## src/color_sense_regs.vh

```
// Register map, field positions, codes and timing constants of the color sensor controller.
// Assumes inclusion by the controller design, checker and bench files; holds definitions and no logic.
`ifndef COLOR_SENSE_REGS_VH
`define COLOR_SENSE_REGS_VH

// ----------------------------------------------------------------------------
// Register port address
// ----------------------------------------------------------------------------
`define DEV_I2C_ADDR        7'h49

// ----------------------------------------------------------------------------
// Register offsets
// ----------------------------------------------------------------------------
`define ADDR_IRQ_PIN_SETUP  8'h22
`define ADDR_RES_N_HI       8'h40
`define ADDR_RES_N_LO       8'h41
`define ADDR_RES_X_HI       8'h42
`define ADDR_RES_X_LO       8'h43
`define ADDR_RES_Y_HI       8'h44
`define ADDR_RES_Y_LO       8'h45
`define ADDR_RES_Z_HI       8'h46
`define ADDR_RES_Z_LO       8'h47
`define ADDR_CONV_CONTROL   8'hAF
`define ADDR_INTEG_TIME     8'hB5
`define ADDR_WAIT_TIME      8'hB6
`define ADDR_BANK_SELECT    8'hB7
`define ADDR_GAIN_DRIVE     8'hB9
`define ADDR_AUTO_ZERO      8'hBA
`define ADDR_TEMP_CONTROL   8'hD0
`define ADDR_TEMP_LOW       8'hD1
`define ADDR_TEMP_HIGH      8'hD2
`define ADDR_FLAG_CLEAR     8'hF8
`define ADDR_FLAG_ENABLE    8'hF9

// ----------------------------------------------------------------------------
// Field positions and codes
// ----------------------------------------------------------------------------
`define BIT_BANK            7
`define BIT_AZ_DONE         7
`define BIT_FLAG            2
`define BIT_CONV_ENABLE     0
`define BIT_CONV_RUN        1
`define BIT_CONV_LATCH      7
`define IRQ_PIN_ON          8'hCA
`define TEMP_CMD_START      8'h24
`define TEMP_STAT_DONE      8'h84
`define RESET_BYTE          8'h00
`define ZERO_BYTE           8'h00

// ----------------------------------------------------------------------------
// Photodiode identifiers carried with each converter sample
// ----------------------------------------------------------------------------
`define PD_X                3'h0
`define PD_Y                3'h1
`define PD_Z                3'h2
`define PD_NIR              3'h3
`define PD_B440             3'h4
`define PD_B490             3'h5

// ----------------------------------------------------------------------------
// Timing
// ----------------------------------------------------------------------------
`define CLK_MHZ             125
`define T_MIN_CONV_US       2800
`define T_STEP_US           1000

`endif

```

## src/color_sense_ctrl.v

```verilog
// Conversion control, result buffering and register file of a six-photodiode color sensor.
// Assumes a byte register port already decoded from the serial bus, and an analog front end
// that streams 16-bit results tagged with a photodiode id and pulses az_done and temp_done.
//
// Function
// - Converter results pass stage, shadow and visible buffers, never seen partial.
// - Bank 0 maps B490,X,Y,B440; bank 1 maps NIR,X,Y,Z to N,X,Y,Z.
// - Each bank conversion lasts one integration time; both banks need two.
// - A single bank conversion never lasts less than 2.8 ms.
// - Gain register bits 1:0 choose 1x, 3.7x, 16x or 64x.
// - A wait period in integration units separates integration cycles.
// - Auto-zero runs once before the first conversion after reset.
// - Writing auto-zero register starts calibration; bit 7 set when finished.
// - With pin setup 0xCA and 0xF9 bit 2 set the interrupt goes high on completion.
// - Writing 0x04 to 0xF8 clears interrupt and polled bit.
// - Pin setup 0x00 leaves pin unused; 0xF8 reads 0x00 or 0x04.
// - Writing 0x83 latches results coherently; host reads one bank per cycle.
// - Conversion repeats continuously; completion shown only by flag and interrupt.
// - Temperature control 0x24 starts measurement, reads 0x84 when done.
// - Temperature result is ten bits: 0xD2 bits 1:0, 0xD1 bits 7:0.
// - Register port answers only at device address 0x49.
// - Results store the high byte at the lower address; temperature stores it at the higher.
// - Pin setup register resets to 0x00, interrupt disabled.
`timescale 1ns/100ps
`include "color_sense_regs.vh"

// ----------------------------------------------------------------------------
// Sample FIFO
// ----------------------------------------------------------------------------
module sample_fifo #(
  parameter WIDTH = 19,
  parameter DEPTH = 8,
  parameter AW    = 3
) (
  // Clock and control
  input  wire             core_clk,
  input  wire             srst,
  input  wire             ce,
  // Filling side
  input  wire             in_valid,
  output reg              in_ready,
  input  wire [WIDTH-1:0] in_data,
  // Draining side
  output wire             out_valid,
  input  wire             out_ready,
  output wire [WIDTH-1:0] out_data
);
  localparam [AW:0] FULL_CNT = DEPTH;

  reg  [WIDTH-1:0] mem [0:DEPTH-1];
  reg  [AW-1:0]    wr_ptr;
  reg  [AW-1:0]    rd_ptr;
  reg  [AW:0]      count;
  wire             push = in_valid & in_ready;
  wire             pop  = out_valid & out_ready;
  wire [AW:0]      next_count = count + {{AW{1'b0}}, push} - {{AW{1'b0}}, pop};

  assign out_valid = (count != {(AW+1){1'b0}});
  assign out_data  = mem[rd_ptr];

  // Ready is registered from the next count so the front end sees full one cycle early enough.
  always @(posedge core_clk) begin
    if (srst) begin
      wr_ptr   <= {AW{1'b0}};
      rd_ptr   <= {AW{1'b0}};
      count    <= {(AW+1){1'b0}};
      in_ready <= 1'b1;
    end else if (ce) begin
      if (push) begin
        mem[wr_ptr] <= in_data;
        wr_ptr      <= wr_ptr + 1'b1;
      end
      if (pop) begin
        rd_ptr <= rd_ptr + 1'b1;
      end
      count    <= next_count;
      in_ready <= (next_count != FULL_CNT);
    end
  end
endmodule

// ----------------------------------------------------------------------------
// Controller
// ----------------------------------------------------------------------------
module color_sense_ctrl #(
  parameter STEP_CYCLES     = `T_STEP_US * `CLK_MHZ,
  parameter MIN_CONV_CYCLES = `T_MIN_CONV_US * `CLK_MHZ,
  parameter FIFO_DEPTH      = 8,
  parameter FIFO_AW         = 3
) (
  // Clock, reset, enable
  input  wire        core_clk,
  input  wire        srst,
  input  wire        ce,
  // Register port
  input  wire [6:0]  dev_addr,
  input  wire [7:0]  reg_addr,
  input  wire [7:0]  reg_wdata,
  input  wire        reg_wr,
  input  wire        reg_rd,
  output reg  [7:0]  reg_rdata,
  output reg         reg_ack,
  // Converter sample stream
  input  wire        adc_valid,
  input  wire [2:0]  adc_chan,
  input  wire [15:0] adc_data,
  output wire        adc_ready,
  // Front end control
  output reg         integ_active,
  output reg  [1:0]  gain_sel,
  output reg         bank_sel,
  output reg         az_start,
  input  wire        az_done,
  output reg         temp_start,
  input  wire        temp_done,
  input  wire [9:0]  temp_value,
  // Completion interrupt
  output reg         conv_irq
);
  localparam [2:0] ST_IDLE  = 3'd0;
  localparam [2:0] ST_AZ    = 3'd1;
  localparam [2:0] ST_INTEG = 3'd2;
  localparam [2:0] ST_XFER  = 3'd3;
  localparam [2:0] ST_WAIT  = 3'd4;
  localparam [31:0] STEP_C  = STEP_CYCLES;
  localparam [31:0] MIN_C   = MIN_CONV_CYCLES;

  // --------------------------------------------------------------------------
  // Registers
  // --------------------------------------------------------------------------
  reg  [7:0]  irq_pin_setup;
  reg  [7:0]  conv_ctl;
  reg  [7:0]  integ_time;
  reg  [7:0]  wait_time;
  reg         bank_reg;
  reg  [7:0]  gain_and_drive_reg;
  reg  [3:0]  az_enables;
  reg         az_done_bit;
  reg         az_pending;
  reg  [7:0]  temp_measure_control;
  reg  [9:0]  temperature_raw_value;
  reg         flag_en;
  reg         done_flag;
  reg  [2:0]  state;
  reg  [31:0] timer;
  reg  [15:0] stage_n, stage_x, stage_y, stage_z;
  reg  [15:0] shadow_n, shadow_x, shadow_y, shadow_z;
  reg  [15:0] result_n_pair, result_x_pair, result_y_pair, result_z_pair;

  wire        sel      = (dev_addr == `DEV_I2C_ADDR);
  wire        wr       = ce & reg_wr & sel;
  wire        rd       = ce & reg_rd & sel;
  wire        running  = conv_ctl[`BIT_CONV_RUN] & conv_ctl[`BIT_CONV_ENABLE];
  wire [31:0] integ_len_raw = ({24'h0, integ_time} + 32'h1) * STEP_C;
  wire [31:0] conv_len = (integ_len_raw < MIN_C) ? MIN_C : integ_len_raw;
  wire [31:0] wait_len = {24'h0, wait_time} * STEP_C;
  wire        drain    = (state == ST_INTEG) || (state == ST_XFER);
  wire        s_valid;
  wire [18:0] s_data;
  wire [2:0]  s_chan   = s_data[18:16];
  wire        pop      = ce & s_valid & drain;
  wire        finish   = (state == ST_XFER) & ~s_valid;

  sample_fifo #(
    .WIDTH (19),
    .DEPTH (FIFO_DEPTH),
    .AW    (FIFO_AW)
  ) u_fifo (
    .core_clk  (core_clk),
    .srst      (srst),
    .ce        (ce),
    .in_valid  (adc_valid),
    .in_ready  (adc_ready),
    .in_data   ({adc_chan, adc_data}),
    .out_valid (s_valid),
    .out_ready (drain),
    .out_data  (s_data)
  );

  // --------------------------------------------------------------------------
  // Register writes and status flags
  // --------------------------------------------------------------------------
  always @(posedge core_clk) begin
    if (srst) begin
      irq_pin_setup        <= `RESET_BYTE;
      conv_ctl             <= `RESET_BYTE;
      integ_time           <= `RESET_BYTE;
      wait_time            <= `RESET_BYTE;
      bank_reg             <= 1'b0;
      gain_and_drive_reg   <= `RESET_BYTE;
      az_enables           <= 4'h0;
      az_done_bit          <= 1'b0;
      temp_measure_control <= `RESET_BYTE;
      temperature_raw_value <= 10'h000;
      temp_start           <= 1'b0;
      flag_en              <= 1'b0;
      done_flag            <= 1'b0;
      result_n_pair        <= 16'h0000;
      result_x_pair        <= 16'h0000;
      result_y_pair        <= 16'h0000;
      result_z_pair        <= 16'h0000;
    end else if (ce) begin
      temp_start <= 1'b0;
      if (wr) begin
        case (reg_addr)
          `ADDR_IRQ_PIN_SETUP: irq_pin_setup      <= reg_wdata;
          `ADDR_INTEG_TIME:    integ_time         <= reg_wdata;
          `ADDR_WAIT_TIME:     wait_time          <= reg_wdata;
          `ADDR_BANK_SELECT:   bank_reg           <= reg_wdata[`BIT_BANK];
          `ADDR_GAIN_DRIVE:    gain_and_drive_reg <= reg_wdata;
          `ADDR_FLAG_ENABLE:   flag_en            <= reg_wdata[`BIT_FLAG];
          `ADDR_AUTO_ZERO:     az_enables         <= reg_wdata[3:0];
          `ADDR_CONV_CONTROL: begin
            conv_ctl <= reg_wdata;
            if (reg_wdata[`BIT_CONV_LATCH]) begin
              result_n_pair <= shadow_n;
              result_x_pair <= shadow_x;
              result_y_pair <= shadow_y;
              result_z_pair <= shadow_z;
            end
          end
          `ADDR_TEMP_CONTROL: begin
            temp_measure_control <= reg_wdata;
            temp_start           <= (reg_wdata == `TEMP_CMD_START);
          end
          default: begin
          end
        endcase
      end
      if (temp_done && temp_measure_control == `TEMP_CMD_START) begin
        temp_measure_control  <= `TEMP_STAT_DONE;
        temperature_raw_value <= temp_value;
      end
      // A write marks the calibration as outstanding; a finish in the same cycle belongs to the
      // earlier run, so the fresh request keeps the bit low.
      if (wr && reg_addr == `ADDR_AUTO_ZERO) begin
        az_done_bit <= 1'b0;
      end else if (az_done && state == ST_AZ) begin
        az_done_bit <= 1'b1;
      end
      // Completion set wins over a clear arriving in the same cycle.
      if (finish && flag_en) begin
        done_flag <= 1'b1;
      end else if (wr && reg_addr == `ADDR_FLAG_CLEAR && reg_wdata[`BIT_FLAG]) begin
        done_flag <= 1'b0;
      end
    end
  end

  // --------------------------------------------------------------------------
  // Conversion sequencer
  // --------------------------------------------------------------------------
  always @(posedge core_clk) begin
    if (srst) begin
      state        <= ST_IDLE;
      timer        <= 32'h0;
      az_pending   <= 1'b1;
      az_start     <= 1'b0;
      integ_active <= 1'b0;
      bank_sel     <= 1'b0;
      gain_sel     <= 2'b00;
      conv_irq     <= 1'b0;
    end else if (ce) begin
      az_start <= 1'b0;
      gain_sel <= gain_and_drive_reg[1:0];
      conv_irq <= done_flag & (irq_pin_setup == `IRQ_PIN_ON);
      if (wr && reg_addr == `ADDR_AUTO_ZERO) begin
        az_pending <= 1'b1;
      end
      case (state)
        ST_IDLE: begin
          if (az_pending) begin
            state    <= ST_AZ;
            az_start <= 1'b1;
          end else if (running) begin
            state        <= ST_INTEG;
            timer        <= conv_len;
            bank_sel     <= bank_reg;
            integ_active <= 1'b1;
          end
        end
        ST_AZ: begin
          if (az_done) begin
            state <= ST_IDLE;
            if (!(wr && reg_addr == `ADDR_AUTO_ZERO)) begin
              az_pending <= 1'b0;
            end
          end
        end
        ST_INTEG: begin
          if (timer <= 32'h1) begin
            state        <= ST_XFER;
            integ_active <= 1'b0;
          end else begin
            timer <= timer - 32'h1;
          end
        end
        ST_XFER: begin
          if (!s_valid) begin
            state <= ST_WAIT;
            timer <= wait_len;
          end
        end
        ST_WAIT: begin
          if (timer <= 32'h1) begin
            // Any stop or fresh calibration request is honoured between cycles.
            if (running && !az_pending) begin
              state        <= ST_INTEG;
              timer        <= conv_len;
              bank_sel     <= bank_reg;
              integ_active <= 1'b1;
            end else begin
              state <= ST_IDLE;
            end
          end else begin
            timer <= timer - 32'h1;
          end
        end
        default: begin
          state        <= ST_IDLE;
          integ_active <= 1'b0;
        end
      endcase
    end
  end

  // --------------------------------------------------------------------------
  // Result staging
  // --------------------------------------------------------------------------
  always @(posedge core_clk) begin
    if (srst) begin
      stage_n  <= 16'h0000;
      stage_x  <= 16'h0000;
      stage_y  <= 16'h0000;
      stage_z  <= 16'h0000;
      shadow_n <= 16'h0000;
      shadow_x <= 16'h0000;
      shadow_y <= 16'h0000;
      shadow_z <= 16'h0000;
    end else if (ce) begin
      if (pop) begin
        case (s_chan)
          `PD_X:    stage_x <= s_data[15:0];
          `PD_Y:    stage_y <= s_data[15:0];
          `PD_Z:    if (bank_sel) stage_z <= s_data[15:0];
          `PD_NIR:  if (bank_sel) stage_n <= s_data[15:0];
          `PD_B440: if (!bank_sel) stage_z <= s_data[15:0];
          `PD_B490: if (!bank_sel) stage_n <= s_data[15:0];
          default: begin
          end
        endcase
      end
      if (finish) begin
        shadow_n <= stage_n;
        shadow_x <= stage_x;
        shadow_y <= stage_y;
        shadow_z <= stage_z;
      end
    end
  end

  // --------------------------------------------------------------------------
  // Register reads
  // --------------------------------------------------------------------------
  always @(posedge core_clk) begin
    if (srst) begin
      reg_rdata <= `ZERO_BYTE;
      reg_ack   <= 1'b0;
    end else if (ce) begin
      reg_ack <= rd | wr;
      if (rd) begin
        case (reg_addr)
          `ADDR_IRQ_PIN_SETUP: reg_rdata <= irq_pin_setup;
          `ADDR_RES_N_HI:      reg_rdata <= result_n_pair[15:8];
          `ADDR_RES_N_LO:      reg_rdata <= result_n_pair[7:0];
          `ADDR_RES_X_HI:      reg_rdata <= result_x_pair[15:8];
          `ADDR_RES_X_LO:      reg_rdata <= result_x_pair[7:0];
          `ADDR_RES_Y_HI:      reg_rdata <= result_y_pair[15:8];
          `ADDR_RES_Y_LO:      reg_rdata <= result_y_pair[7:0];
          `ADDR_RES_Z_HI:      reg_rdata <= result_z_pair[15:8];
          `ADDR_RES_Z_LO:      reg_rdata <= result_z_pair[7:0];
          `ADDR_CONV_CONTROL:  reg_rdata <= conv_ctl;
          `ADDR_INTEG_TIME:    reg_rdata <= integ_time;
          `ADDR_WAIT_TIME:     reg_rdata <= wait_time;
          `ADDR_BANK_SELECT:   reg_rdata <= {bank_reg, 7'h00};
          `ADDR_GAIN_DRIVE:    reg_rdata <= gain_and_drive_reg;
          `ADDR_AUTO_ZERO:     reg_rdata <= {az_done_bit, 3'h0, az_enables};
          `ADDR_TEMP_CONTROL:  reg_rdata <= temp_measure_control;
          `ADDR_TEMP_LOW:      reg_rdata <= temperature_raw_value[7:0];
          `ADDR_TEMP_HIGH:     reg_rdata <= {6'h00, temperature_raw_value[9:8]};
          `ADDR_FLAG_CLEAR:    reg_rdata <= {5'h00, done_flag, 2'h0};
          `ADDR_FLAG_ENABLE:   reg_rdata <= {5'h00, flag_en, 2'h0};
          default:             reg_rdata <= `ZERO_BYTE;
        endcase
      end
    end
  end
endmodule

```

## config.mk

```make
export PLATFORM = sky130hd
export DESIGN_NAME = color_sense_ctrl
export DESIGN_NICKNAME = d
export VERILOG_FILES = /design/src/color_sense_ctrl.v
export VERILOG_INCLUDE_DIRS = /design/src
export SDC_FILE = /design/constraint.sdc
export NUM_CORES = 1
export LEC_CHECK = 0
export ABC_CLOCK_PERIOD_IN_PS = 7200
export BUFFER_PORTS_ARGS = -buffer_cell sky130_fd_sc_hd__buf_4
export CORE_ASPECT_RATIO = 2
export CORE_MARGIN = 10
export CORE_UTILIZATION = 50
export DETAILED_ROUTE_END_ITERATION = 6
export PLACE_DENSITY = 0.66
export SLEW_MARGIN = 30
export SYNTH_ARGS = -nofsm -noshare
export SYNTH_HDL_FRONTEND = slang
export SYNTH_SLANG_ARGS = --single-unit
```

## constraint.sdc

```tcl
create_clock -name core_clk -period 7.2 [get_ports core_clk]
set_input_delay 1.44 -clock core_clk [delete_from_list [all_inputs] [get_ports core_clk]]
set_output_delay 1.44 -clock core_clk [all_outputs]
set_load 0.005 [all_outputs]
```

Word level (Yosys, flattened, before mapping)
Memories as Yosys holds them, arrays and structs flattened. A register that Yosys moved wholly into a read port is not among the register bits.
Cells that the tools add are included.
{"block": "word_totals", "register_bits": 321, "ram_bits": 152, "in_bits": 60, "out_inout_bits": 17, "word_cells": 211, "n_memories": 1}
{"block": "op_classes", "add_sub_neg": 6, "mul": 2, "n_lt_le_gt_ge": 2, "n_eq_ne": 48, "muxes": 53, "bitwise_logic": 14, "reduce_logical": 46}
{"name": "u_fifo.mem", "depth": 8, "width": 19, "read_ports": 1, "rd_ports_with_merged_regs": 1, "wr": 1, "line_no": "color_sense_ctrl.v:50", "source": "reg [WIDTH-1:0] mem [0:DEPTH-1];"}
{"op": "32-bit 2-to-1 mux", "n": 6}
{"op": "8-bit case mux with 20 select lines", "n": 1}
{"op": "32-bit case mux with 4 select lines", "n": 1}
{"op": "8-bit equality test, second input constant", "n": 12}
{"op": "8-bit by 7-bit equality test with 1-bit output, second input constant", "n": 8}
{"op": "16-bit case mux with 2 select lines", "n": 2}
{"op": "3-bit AND reduction", "n": 11}
{"op": "32-bit by 1-bit less-or-equal comparator with 1-bit output, second input constant", "n": 1}
{"op": "16-bit 2-to-1 mux", "n": 2}
{"op": "32-bit by 1-bit subtractor with 32-bit output, second input constant", "n": 1}
{"op": "26-bit by 19-bit < comparator with 1-bit output, second input constant", "n": 1}
{"op": "26-bit 2-to-1 mux", "n": 1}
{"op": "1-bit 2-to-1 mux", "n": 25}
{"op": "8-bit by 6-bit equality test with 1-bit output, second input constant", "n": 3}
{"op": "3-bit 2-to-1 mux", "n": 8}
{"op": "8-bit 2-to-1 mux", "n": 3}
{"op": "9-bit by 14-bit multiplier with 23-bit output, second input constant", "n": 1}
{"op": "8-bit by 14-bit multiplier with 22-bit output, second input constant", "n": 1}
{"op": "2-bit inequality test, second input constant", "n": 11}
{"op": "3-bit case mux with 5 select lines", "n": 1}
{"op": "2-bit AND reduction", "n": 7}
{"op": "7-bit AND reduction", "n": 2}
{"op": "2-bit nonzero test", "n": 7}
{"op": "3-bit by 2-bit equality test with 1-bit output, second input constant", "n": 4}
{"op": "other kinds (25)", "n": 51}

Longest topological paths before layout
Gate-level depths: netlist (run 1).
{"block": "logic_depth", "ltp_word": 7, "depth_mapped": 24, "ltp_nobuf": 21}

Cells and area by module
A second synthesis (run 1) with hierarchy kept.
{"block": "hier_totals", "cells_unflattened": 2381, "area_unflattened_um2": 23660.2}
{"module": "color_sense_ctrl", "instances": 1, "cells_per_inst": 2070, "area_per_inst_um2": 17057.6, "seq_area_each_um2": 6206.0}
{"module": "sample_fifo", "instances": 1, "cells_per_inst": 311, "area_per_inst_um2": 6602.6, "seq_area_each_um2": 4844.6}

Least setup slack after synthesis (run 1)
Ideal clock, no wire load.
{"block": "synth_path", "kind": "flip-flop to flip-flop", "start": "register integ_time[0]", "end": "register timer[13]", "setup_ps": 76, "t_arrival_ps": 5490, "t_required_ps": 7124, "setup_slack_ps": 1634, "path_stages_with_launch": 21, "n_path_buf": 1, "period_less_slack_ps": 5566, "cell_sequence": "dfxtp_1 -> clkbuf_1 -> nand3_1 -> nor2_1 -> xor2_1 -> fa_1 -> ha_1 -> inv_1 -> fa_1 -> fa_1 -> inv_1 -> ha_1 -> a21o_1 -> a21oi_2 -> and4_1 -> nor3_1 -> a2111oi_0 -> nor2b_1 -> and4_1 -> or4_4 -> o22ai_1"}
{"block": "synth_between", "elab_chain_cells": 7, "elab_cells_between_ends": 9, "cone_classes": "add/sub (1); mul (1); order compare (1); mux (6)"}
{"item": "start: declaration", "line_no": "color_sense_ctrl.v:133", "source": "reg [7:0] integ_time;"}
{"item": "start signal: assignment", "line_no": "color_sense_ctrl.v:187", "source": "integ_time <= `RESET_BYTE;"}
{"item": "start signal: assignment", "line_no": "color_sense_ctrl.v:207", "source": "`ADDR_INTEG_TIME: integ_time <= reg_wdata;"}
{"item": "8-bit by 1-bit adder with 9-bit output (*)", "line_no": "color_sense_ctrl.v:154", "source": "wire [31:0] integ_len_raw = ({24'h0, integ_time} + 32'h1) * STEP_C;"}
{"item": "9-bit by 14-bit multiplier with 23-bit output (*)", "line_no": "color_sense_ctrl.v:154"}
{"item": "26-bit by 19-bit < comparator with 1-bit output", "line_no": "color_sense_ctrl.v:155", "source": "wire [31:0] conv_len = (integ_len_raw < MIN_C) ? MIN_C : integ_len_raw;"}
{"item": "26-bit 2-to-1 mux (*)", "line_no": "color_sense_ctrl.v:155"}
{"item": "32-bit 2-to-1 mux (on tied branches)", "line_no": "color_sense_ctrl.v:307, color_sense_ctrl.v:275"}
{"item": "32-bit 2-to-1 mux (on tied branches)", "line_no": "color_sense_ctrl.v:305, color_sense_ctrl.v:272"}
{"item": "32-bit case mux with 4 select lines (*)", "line_no": "color_sense_ctrl.v:270", "source": "case (state)"}
{"item": "end signal: assignment", "line_no": "color_sense_ctrl.v:277", "source": "timer <= conv_len;"}
{"item": "end signal: assignment", "line_no": "color_sense_ctrl.v:309", "source": "timer <= conv_len;"}
{"item": "end signal: assignment", "line_no": "color_sense_ctrl.v:316", "source": "timer <= timer - 32'h1;"}
{"item": "end: declaration", "line_no": "color_sense_ctrl.v:145", "source": "reg [31:0] timer;"}
Every way passes the cells marked *; elsewhere a longest branch is shown, timed or not. The select of a mux whose other input is x is not followed.
A chain may end at the register's enable or synchronous reset.

Worst setup path after layout (run 1)
{"block": "layout_path", "start": "register integ_time[0]", "end": "register timer[15]"}
The elaborated chain is that of the path after synthesis.

==> summary.md, run 1 <==
| Metric | Value |
|---|---|
| Status | `completed` |
| Post-route DRC | `0` |
| Clk sinks | `476` |
| Max VDD drop | `0.000260 V` |
| First-pass GRT wire length | `103000 um` |
| Non-filler cells, final | `3027` |
| Main flop type after synthesis | `dfxtp_1` |
| 1st-pass router iterations | `6` |
| Critical path type | `reg -> reg` |
| R2r worst-path depth | `19` |
| Die W | `between 150 and 200 um` |
| CP Capture Type | `flip-flop` |
| Final instance area | `roughly 26000 um2` |
| Effective utilization at floorplan | `50.3%` |
| Final setup violating endpoints | `0` |
| Root Buffer | `clkbuf_16` |
| DRC marker count from the first detailed-route iteration | `roughly 1.2k` |
| Yosys reg bits | `476` |
| I/O pin cnt | `77` |
| Hold_buf cts | `0` |
| Die area | `56400 um2` |
| Worst Skew | `approximately 0.022 ns` |
| Placed cells | `between 2k and 3k` |
| Area growth from synthesis to layout | `11.6%` |
| RSZ-0062 raised after global routing | `no` |
| Synth cell types | `89` |
| Max-cap check violation count | `0` |
| Minimum clock period | `6.56 ns` |
| PortBufs | `76` |
| Top Registers | `u_fifo.mem: 152 flops, timer: 32 flops` |
| Dpl hpwl | `49200 um` |
| Worst Max-Slew Pin Slew | `between 1 and 1.5 ns` |
| Syn Inst Count | `2323` |
| CTS max path bufs | `3` |
| Max_slew headroom | `30.1%` |
| CP Max Fanout | `14` |
| Arr. time, crit path | `7.04 ns` |
| WHS Path Cells | `2` |
| Clk slew on worst S/H paths | `0.07 ns` |
| Initial antenna violation count | `1` |
| Startpoint types | `flip-flop` |
| GP Congestion | `0.988` |
| Slew Viols, Final | `0` |
| Cell Area, Placed | `24700 um2` |
| Tot GR Track Use | `between 20 and 25%` |
| Post-Syn Nets | `2545` |
| Total grt overflow | `0` |
| Post-Syn Area | `23400 um2` |
| PD cells | `206 nW/um2` |
| Core ar. | `roughly 47000 um2` |
| Remaining antenna violation count | `0` |
| Leak | `0.00984 uW` |
| Layout cell share with drive strength beyond 1 | `12.2%` |
| Seq/Total Area, Yosys | `47.2%` |
| CTS tree | `done` |
| Drt total wl | `66900 um` |
| Post-synth ARST share | `0%` |
| Clk_lat worst skew | `roughly 0.57 ns` |
| Number of synthesized flops with an enable pin | `about 150` |
| Synth warn | `0` |
| Via count | `about 17k` |
| Fillers | `4109` |
| Final net count | `2587` |
| Min-delay worst type | `reg -> reg` |
| Vias/cell | `between 5 and 6` |
| H-tree lvl count | `2` |
| Max reg flops | `152` |
| Avg Inst Size Synth | `10.1 um2` |
| Final core utilization | `about 56%` |
| Final Power | `~5400 uW` |
| Clock buffer count from CTS | `44` |
| Die H | `about 330 um` |
| Total negative slack | `0 ns` |
| Floorplan row count | `112` |
| CP required | `7.68 ns` |
| Fmax achieved | `153 MHz` |
| Post_cts resized | `0` |
| Setup Buffers After CTS | `0` |
| Ant. Diodes | `0` |
| Top reg by flops | `u_fifo.mem` |
| DR WL/cell | `around 22 um` |
| Final Cycle Share | `91.0%` |
| Vias in the first global route | `~18k` |
| Largest net degree at the start of global routing | `roughly 130` |
| Final Hold Fails | `0` |
-- routing by layer --
| layer | up-vias | track usage (%) | share of wire, % |
|---|---|---|---|
| met5 | - | 0 | 0.012 |
| met4 | 2 | 15.8 | 7.1 |
| met3 | 193 | 2.92 | 3.7 |
| met2 | 487 | 44.2 | 54 |
| met1 | 8480 | 22.5 | 35 |
| li1 | 8319 | - | - |
-- where the power goes --
group	switching, uW	internal (uW)
clock	1060	1370
combinational	119	61.0
sequential	7.72	2780
total	1190	4210
-- cells in the final DEF (no fill, tap or decap), types with 9 or more instances in the layout --
| cell type | instances |
|---|---|
| o21ai_0 | 40 |
| nor4_1 | 18 |
| nand3_1 | 30 |
| xnor2_1 | 28 |
| nand2_1 | 327 |
| mux4_2 | 39 |
| a22oi_1 | 45 |
| o22ai_1 | 9 |
| mux2i_1 | 132 |
| and3_1 | 13 |
| a221oi_1 | 10 |
| nor2_1 | 235 |
| clkbuf_16 | 46 |
| buf_4 | 112 |
| fa_1 | 38 |
| edfxtp_1 | 152 |
| a21oi_1 | 195 |
| dfxtp_1 | 323 |
| xor2_1 | 22 |
| nor3_1 | 41 |
| a222oi_1 | 11 |
| o31ai_1 | 11 |
| nand2b_1 | 11 |
| nor2b_1 | 14 |
| mux2_2 | 19 |
| nor3_2 | 10 |
| a211oi_1 | 14 |
| ha_1 | 124 |
| and2_1 | 10 |
| inv_1 | 117 |
| nand4_1 | 15 |
-- critical path, cell delays in order, from the launching register on --
cell and delay, ns:
dfxtp_1 0.58, ha_1 0.26, nand3_1 0.13, xnor2_1 0.60
fa_1 0.57, ha_1 0.30, inv_1 0.05, fa_1 0.50
fa_1 0.54, inv_1 0.04, ha_1 0.35, a21o_1 0.19
a21oi_2 0.23, and4_1 0.25, nor3_1 0.09, a2111oi_0 0.58
nor2b_1 0.11, and4_1 0.41, or4_4 0.51, o22ai_1 0.17
-- through the flow --
step / setup slack [ns] / hold WS (ns)
3_3_place_gp: 0.800 / 0.438
4_1_cts: 0.659 / 0.452
2_1_floorplan: 1.63 / 0.431
3_5_place_dp: 0.703 / 0.443
5_1_grt: 0.339 / 0.467
6_report: 0.645 / 0.444
-- worst paths after layout --
kind                               from                        to  slack (ns)
min             stage_x[3]$_SDFFE_PP0P_  shadow_x[3]$_SDFFE_PP0P_        0.44
max          integ_time[0]$_SDFFE_PP0P_    timer[15]$_SDFFE_PP0P_        0.64
min reg2reg     stage_x[3]$_SDFFE_PP0P_  shadow_x[3]$_SDFFE_PP0P_        0.44
max reg2reg  integ_time[0]$_SDFFE_PP0P_    timer[15]$_SDFFE_PP0P_        0.64
-- cell families after synthesis --
logic type                 synth area share [%]
DFF                                        47.2
xor gates and xnor gates                   1.87
and+or+nand+nor                            15.4
adders and majority gates                  9.87
buffers and inverters                      4.04
muxes                                      10.3
AOI/OAI and AO/OA                          11.4
-- cell type report --
type	count	area, um2	share of cell area [%]
Sequential cell	476	11100	42.3
Tap cell	627	785	3.00
Inverter	118	443	1.69
Timing Repair Buffer	115	887	3.39
Clock inverter	29	307	1.17
Clock buffer	52	1180	4.53
Multi-Input combinational cell	1610	11500	43.9
-- Yosys cell counts (all sizes together) (5+ instances only) --
library cell / count / area, um2
a2111oi: 5 / 50.0
a211o: 6 / 52.6
a211oi: 15 / 118
a21o: 9 / 68.8
a21oi: 198 / 998
a221oi: 10 / 87.6
a222oi: 11 / 110
a22o: 5 / 43.8
a22oi: 45 / 338
a31oi: 7 / 43.8
and2: 11 / 68.8
and3: 15 / 98.8
buf: 39 / 204
clkbuf: 80 / 300
dfxtp: 324 / 6490
edfxtp: 152 / 4560
fa: 38 / 761
ha: 124 / 1550
inv: 117 / 439
mux2: 19 / 214
mux2i: 132 / 1320
mux4: 39 / 878
nand2: 330 / 1250
nand2b: 11 / 68.8
nand3: 32 / 165
nand3b: 8 / 60.1
nand4: 16 / 106
nor2: 240 / 913
nor2b: 14 / 87.6
nor3: 52 / 302
nor3b: 5 / 42.5
nor4: 24 / 171
o21a: 5 / 37.5
o21ai: 43 / 215
o22ai: 9 / 56.3
o31ai: 11 / 82.6
or3: 9 / 61.3
or4: 5 / 45.0
xnor2: 28 / 245
xor2: 22 / 193
Power figures use the tool's default switching activity.
==> run 2: changes to the inputs <==
- SYNTH_HIERARCHICAL: default -> 1
==> run 2 against run 1 <==
Clock power barely moved. Sequential cell count did not move. Critical path depth rose by 1. Combinational power rose by 8%. Synthesized cell count rose by 2.5%. Sequential power barely moved. Die area rose by 0.94%. Cell count rose by 1.5%. Global-route usage barely moved. Hold slack improved by 0.0092 ns. Via count rose by 3.8%. Core utilization barely moved. Critical endpoint is now timer[7]$_SDFFE_PP0P_. Highest routed layer unchanged.
==> summary.md, run 2 <==
| Metric | Value |
|---|---|
| Status | `completed` |
| Effective utilization at floorplan | `50.6%` |
| Remaining antenna violation count | `0` |
| CP required | `7.65 ns` |
| Area leader, netlist | `dfxtp_1` |
| Post-Syn Area | `23700 um2` |
| Post-route DRC | `0` |
| Post_cts resized | `0` |
| WHS Path Cells | `2` |
| Final Hold Fails | `0` |
| Main flop type after synthesis | `dfxtp_1` |
| Final Cycle Share | `90.6%` |
| Arr. time, crit path | `6.97 ns` |
| Yosys reg bits | `476` |
| CTS max path bufs | `3` |
| Drt total wl | `67000 um` |
| Leak | `~0.0099 uW` |
| RSZ-0062 raised after global routing | `no` |
| Cell Area, Placed | `24800 um2` |
| Post-synth ARST share | `0%` |
| Initial antenna violation count | `2` |
| Core ar. | `46800 um2` |
| Via count | `18.1k` |
| Final setup violating endpoints | `0` |
| Worst Max-Slew Pin Slew | `between 0.9 and 1 ns` |
| Die W | `174 um` |
| R2r worst-path depth | `20` |
| Startpoint types | `flip-flop` |
| Critical path type | `reg -> reg` |
| CP Max Fanout | `11` |
| 1st-pass router iterations | `5` |
| Synth warn | `6` |
| Ant. Diodes | `0` |
| Fmax achieved | `approximately 150 MHz` |
| Top cells by count, synth | `406 x nand2_1, 324 x dfxtp_1, 249 x a21oi_1` |
| Max-cap check violation count | `0` |
| Floorplan row count | `between 100 and 150` |
| CTS tree | `done` |
| I/O pin cnt | `77` |
| Slew Viols, Final | `0` |
| Vias/cell | `just under 6` |
| Worst slack, placed | `between 0.6 and 0.7 ns` |
| Final net count | `2634` |
| Total grt overflow | `0` |
| Top Registers | `u_fifo/mem: 152 flops, timer: 32 flops` |
| Clock buffer count from CTS | `43` |
| Top cells by area, synth | `dfxtp_1 27%, edfxtp_1 19%, ha_1 6.6%, nand2_1 6.4%, a21oi_1 5.3%` |
| FF-to-FF setup slack | `0.68 ns` |
| Clk slew on worst S/H paths | `0.07 ns` |
| Worst Skew | `0.0252 ns` |
| Post-Syn Nets | `2603` |
| CP Capture Type | `flip-flop` |
| PortBufs | `76` |
| Final worst slack | `0.680 ns` |
| Most frequent cells in the layout | `405 x nand2_1, 323 x dfxtp_1, 249 x a21oi_1` |
| Worst Hold Launch | `shadow_n[9]$_SDFFE_PP0P_` |
| Vias in the first global route | `18.3k` |
| Final Power | `5430 uW` |
| Clk sinks | `roughly 480` |
| Syn Inst Count | `2381` |
| Top reg by flops | `u_fifo/mem` |
| Die H | `around 330 um` |
| CP startpoint | `integ_time[0]$_SDFFE_PP0P_` |
| Max reg flops | `about 150` |
| Die area | `roughly 57000 um2` |
| Commonest non-fill, non-tap cell in the layout | `nand2_1` |
| Final instance area | `26300 um2` |
| Tot GR Track Use | `a little under a quarter` |
| Layout cell share with drive strength beyond 1 | `between 10 and 15%` |
| Avg Inst Size Synth | `roughly 9.9 um2` |
| Clk_lat worst skew | `about 0.57 ns` |
| Synth cell types | `87` |
| Hold_buf cts | `0` |
| Number of synthesized flops with an enable pin | `152` |
| First-pass GRT wire length | `104000 um` |
| Min-delay worst type | `reg -> reg` |
| Area growth from synthesis to layout | `11.2%` |
| Root Buffer | `clkbuf_16` |
| Dpl hpwl | `49600 um` |
| Max_slew headroom | `between 30% and 40%` |
| H-tree lvl count | `2` |
| Minimum clock period | `6.52 ns` |
| Seq/Total Area, Yosys | `46.7%` |
| GP Congestion | `0.935` |
| Total negative slack | `0 ns` |
| Largest net degree at the start of global routing | `185` |
| Max VDD drop | `between 0.0002 and 0.0003 V` |
| DR WL/cell | `21.8 um` |
| Setup Buffers After CTS | `0` |
| DRC marker count from the first detailed-route iteration | `1374` |
| Worst R2R Start | `integ_time[0]$_SDFFE_PP0P_` |
| Most common cell in the netlist | `nand2_1` |
| Post-synth top area share | `approximately 27%` |
| PD cells | `slightly above 200 nW/um2` |
| Hold Slack | `~0.45 ns` |
-- run 2: routing by layer --
layer  GRT usage [%]  routed length (um)  up-vias  share of wire, %
li1                -                   -     8561                 -
met1            23.0               23100     8819                35
met2            44.1               36400      572                54
met3            3.14                3060      186               4.6
met4            14.0                4360        4               6.5
met5               0                  30        -             0.045
-- run 2: logic make-up (layout without fill, tap and decap cells) --
group | after synthesis | after routing | share of synthesized area, %
AND/OR/NAND/NOR | 817 | 817 | 15.7
AO/OA/AOI/OAI | 488 | 488 | 12.8
flip-flops | 476 | 476 | 46.7
buffers and inverters | 232 | 295 | 4.03
adder cells (fa/ha/maj) | 162 | 162 | 9.77
multiplexers | 159 | 159 | 9.29
XOR/XNOR | 47 | 47 | 1.74
-- run 2: critical path, stage by stage (launching register included) --
cell and delay, ns:
dfxtp_1 0.68, ha_1 0.32, nand2_1 0.07, nor2_1 0.13
xnor2_1 0.22, inv_1 0.24, fa_1 0.60, inv_1 0.06
fa_1 0.50, inv_1 0.07, fa_1 0.42, ha_1 0.29
ha_1 0.42, a21oi_1 0.39, o211ai_1 0.19, and2_1 0.20
a221oi_1 0.28, nand4_1 0.24, nor4_4 0.60, nand2_4 0.20
a41o_1 0.27
-- run 2: metrics by stage --
| stage | instances | utilization (%) |
|---|---|---|
| after global placement | 2994 | 53.0 |
| after floorplan | 2381 | - |
| final | 3071 | 56.2 |
| after global routing | 3071 | 56.2 |
| after detailed placement | 2994 | 53.0 |
| after CTS | 3071 | 56.2 |
-- run 2: area by class of cell --
cell class	count	area [um2]
sequential	476	11100
clock buffer	52	1130
multi-input combinational	1673	11700
clock inverter	25	355
inverter	106	398
timing repair buffer	112	861
tap	627	785
fill	4153	20500
-- run 2: where the power goes --
group	switching, uW	total (uW)	internal (uW)
clock	1030	2450	1420
combinational	127	195	67.9
sequential	9.79	2790	2780
-- run 2: final timing paths --
check	to
setup reg to reg	timer[7]$_SDFFE_PP0P_
setup / recovery	timer[7]$_SDFFE_PP0P_
hold / removal	result_n_pair[9]$_SDFFE_PP0P_
hold reg to reg	result_n_pair[9]$_SDFFE_PP0P_
==> run 3: changes to the inputs <==
- ABC_CLOCK_PERIOD_IN_PS: 7200 -> 6000
- CTS_CLUSTER_SIZE: default -> 8
- SKIP_CTS_REPAIR_TIMING: default -> 1
- clock period: 7.2 -> 6 ns (I/O delays scaled with it)
==> run 3 against run 2 <==
Hold slack got worse by 0.010 ns. First-iteration DRC count shrank 18%. Combinational power grew 19%. Design area increased by 2.3%. Sequential cell count is the same.
==> summary.md, run 3 (synthesis results as in run 2) <==
| Metric | Value |
|---|---|
| Status | `completed` |
| Largest net degree at the start of global routing | `about 100` |
| Floorplan row count | `between 100 and 150` |
| Minimum clock period | `5.76 ns` |
| Final setup violating endpoints | `0` |
| Arr. time, crit path | `6.22 ns` |
| Tot GR Track Use | `23.5%` |
| Final instance area | `around 27000 um2` |
| Max-cap check violation count | `0` |
| Max VDD drop | `0.000303 V` |
| Slowest stage cell, crit path | `fa_1` |
| Layout cell share with drive strength beyond 1 | `between 10% and 20%` |
| Area of the multi-input gates | `11700 um2` |
| DR WL/cell | `21.9 um` |
| Final net count | `~2.7k` |
| CP Max Fanout | `10` |
| R2r worst-path depth | `22` |
| Clk_lat worst skew | `0.60 ns` |
| PD cells | `266 nW/um2` |
| Max_slew headroom | `36.1%` |
| Slew Viols, Final | `0` |
| Die H | `328 um` |
| Cell Area, Placed | `roughly 25000 um2` |
| Via count | `between 15k and 20k` |
| I/O pin cnt | `77` |
| Leak | `0.0102 uW` |
| Worst slack, placed | `-0.226 ns` |
| Min-delay worst type | `reg -> reg` |
| 1st-pass router iterations | `5` |
| Top Family by Delay on Critical Path | `adder cells` |
| Vias in the first global route | `18.7k` |
| Critical path type | `reg -> reg` |
| First-pass GRT wire length | `106000 um` |
| Critical path's most frequent cell | `ha_1` |
| Die area | `56900 um2` |
| FF+latch area | `11100 um2` |
| WP buf/inv | `5` |
| Final Cycle Share | `between 90% and 100%` |
| CTS max path bufs | `3` |
| Slowest stage delay, CP | `0.53 ns` |
| Ant. Diodes | `0` |
| Most frequent cells in the layout | `405 x nand2_1, 322 x dfxtp_1, 248 x a21oi_1` |
| Clk slew on worst S/H paths | `0.05 ns` |
| CP Capture Type | `flip-flop` |
| Hold Slack | `roughly 0.44 ns` |
| PortBufs | `76` |
| GP Congestion | `0.986` |
| Fmax achieved | `174 MHz` |
| Final Hold Fails | `0` |
| Fillers | `4172` |
| Initial antenna violation count | `2` |
| Clock buffer count from CTS | `69` |
| Root Buffer | `clkbuf_16` |
| Total grt overflow | `0` |
| WHS Path Cells | `2` |
| Drt total wl | `roughly 68000 um` |
| Worst Skew | `~0.025 ns` |
| Critical path depth | `22` |
| Crit path cell chain | `ha_1 -> nand2_1 -> nor2_1 -> xnor2_1 -> inv_2 -> buf_4 -> ha_1 -> ha_1 -> fa_1 -> inv_1 -> fa_1 -> inv_1 -> ha_1 -> a21oi_1 -> nand3b_1 -> nor3_2 -> o21ai_0 -> a221o_1 -> nor4_4 -> buf_4 -> nand2_4 -> a41o_1` |
| Vias/cell | `5.90` |
| Commonest non-fill, non-tap cell in the layout | `nand2_1` |
| H-tree lvl count | `3` |
| Startpoint types | `flip-flop` |
| Effective utilization at floorplan | `50.6%` |
| Worst Max-Slew Pin Slew | `0.950 ns` |
| Remaining antenna violation count | `0` |
| Die W | `174 um` |
| Top Registers | `u_fifo/mem: 152 flops, timer: 32 flops` |
| Area growth from synthesis to layout | `13.7%` |
| Dpl hpwl | `50200 um` |
| Final worst slack | `~0.24 ns` |
| Top reg by flops | `u_fifo/mem` |
| CP required | `6.46 ns` |
| Core ar. | `46800 um2` |
| Post-route DRC | `0` |
| DRC marker count from the first detailed-route iteration | `1121` |
| CTS tree | `done` |
| Total negative slack | `0 ns` |
| Max reg flops | `152` |
| Clk sinks | `476` |
run 3: changes by cell type in the layout (fill, tap and decap cells not counted), moves of 3 or more:
cell	delta
bufinv_16	-8
clkinv_4	-3
clkbuf_16	+27
clkinv_2	-5
clkbuf_1	+13
clkinvlp_2	-3
buf_4	+14
run 3: worst register-to-register path, stage by stage (launching register included):
cell and delay [ns]:
dfxtp_2 0.40, ha_1 0.26, nand2_1 0.08, nor2_1 0.14, xnor2_1 0.24, inv_2 0.14, buf_4 0.18, ha_1 0.29
ha_1 0.30, fa_1 0.51, inv_1 0.05, fa_1 0.53, inv_1 0.05, ha_1 0.39, a21oi_1 0.29, nand3b_1 0.12
nor3_2 0.28, o21ai_0 0.17, a221o_1 0.37, nor4_4 0.27, buf_4 0.19, nand2_4 0.12, a41o_1 0.26
run 3: metrics by stage:
step / util (%) / total power (uW) / cells
3_5_place_dp: 53.2 / 3650 / 3005
2_1_floorplan: - / 3540 / 2381
5_1_grt: 57.5 / 7360 / 3107
4_1_cts: 57.4 / 7210 / 3104
3_3_place_gp: 53.1 / 3640 / 3005
6_report: 57.5 / 7150 / 3107
run 3: routing by layer:
metal	vias to the layer above	wire [um]	track usage [%]
met2	559	37000	44.6
met3	213	3070	3.76
met1	8921	23400	23.0
met4	4	4520	15.2
li1	8636	-	-
met5	-	21	0
run 3: final cells by class:
| cell class | count | share of cell area (%) |
|---|---|---|
| Multi-Input combinational cell | 1673 | 43.6 |
| Clock inverter | 5 | 0.367 |
| Timing Repair Buffer | 126 | 3.56 |
| Sequential cell | 476 | 41.1 |
| Inverter | 106 | 1.48 |
| Tap cell | 627 | 2.92 |
| Clock buffer | 94 | 7.00 |
run 3: power breakdown:
part           switching (uW)  internal [uW]  total [uW]
Clock                    1390           2170        3560
Sequential               12.5           3340        3360
Combinational             152           81.3         233
run 3: worst paths after layout:
kind | startpoint | to | slack (ns)
setup / recovery | integ_time[1]$_SDFFE_PP0P_ | timer[7]$_SDFFE_PP0P_ | 0.24
setup reg to reg | integ_time[1]$_SDFFE_PP0P_ | timer[7]$_SDFFE_PP0P_ | 0.24
hold / removal | shadow_y[0]$_SDFFE_PP0P_ | result_y_pair[0]$_SDFFE_PP0P_ | 0.44
hold reg to reg | shadow_y[0]$_SDFFE_PP0P_ | result_y_pair[0]$_SDFFE_PP0P_ | 0.44
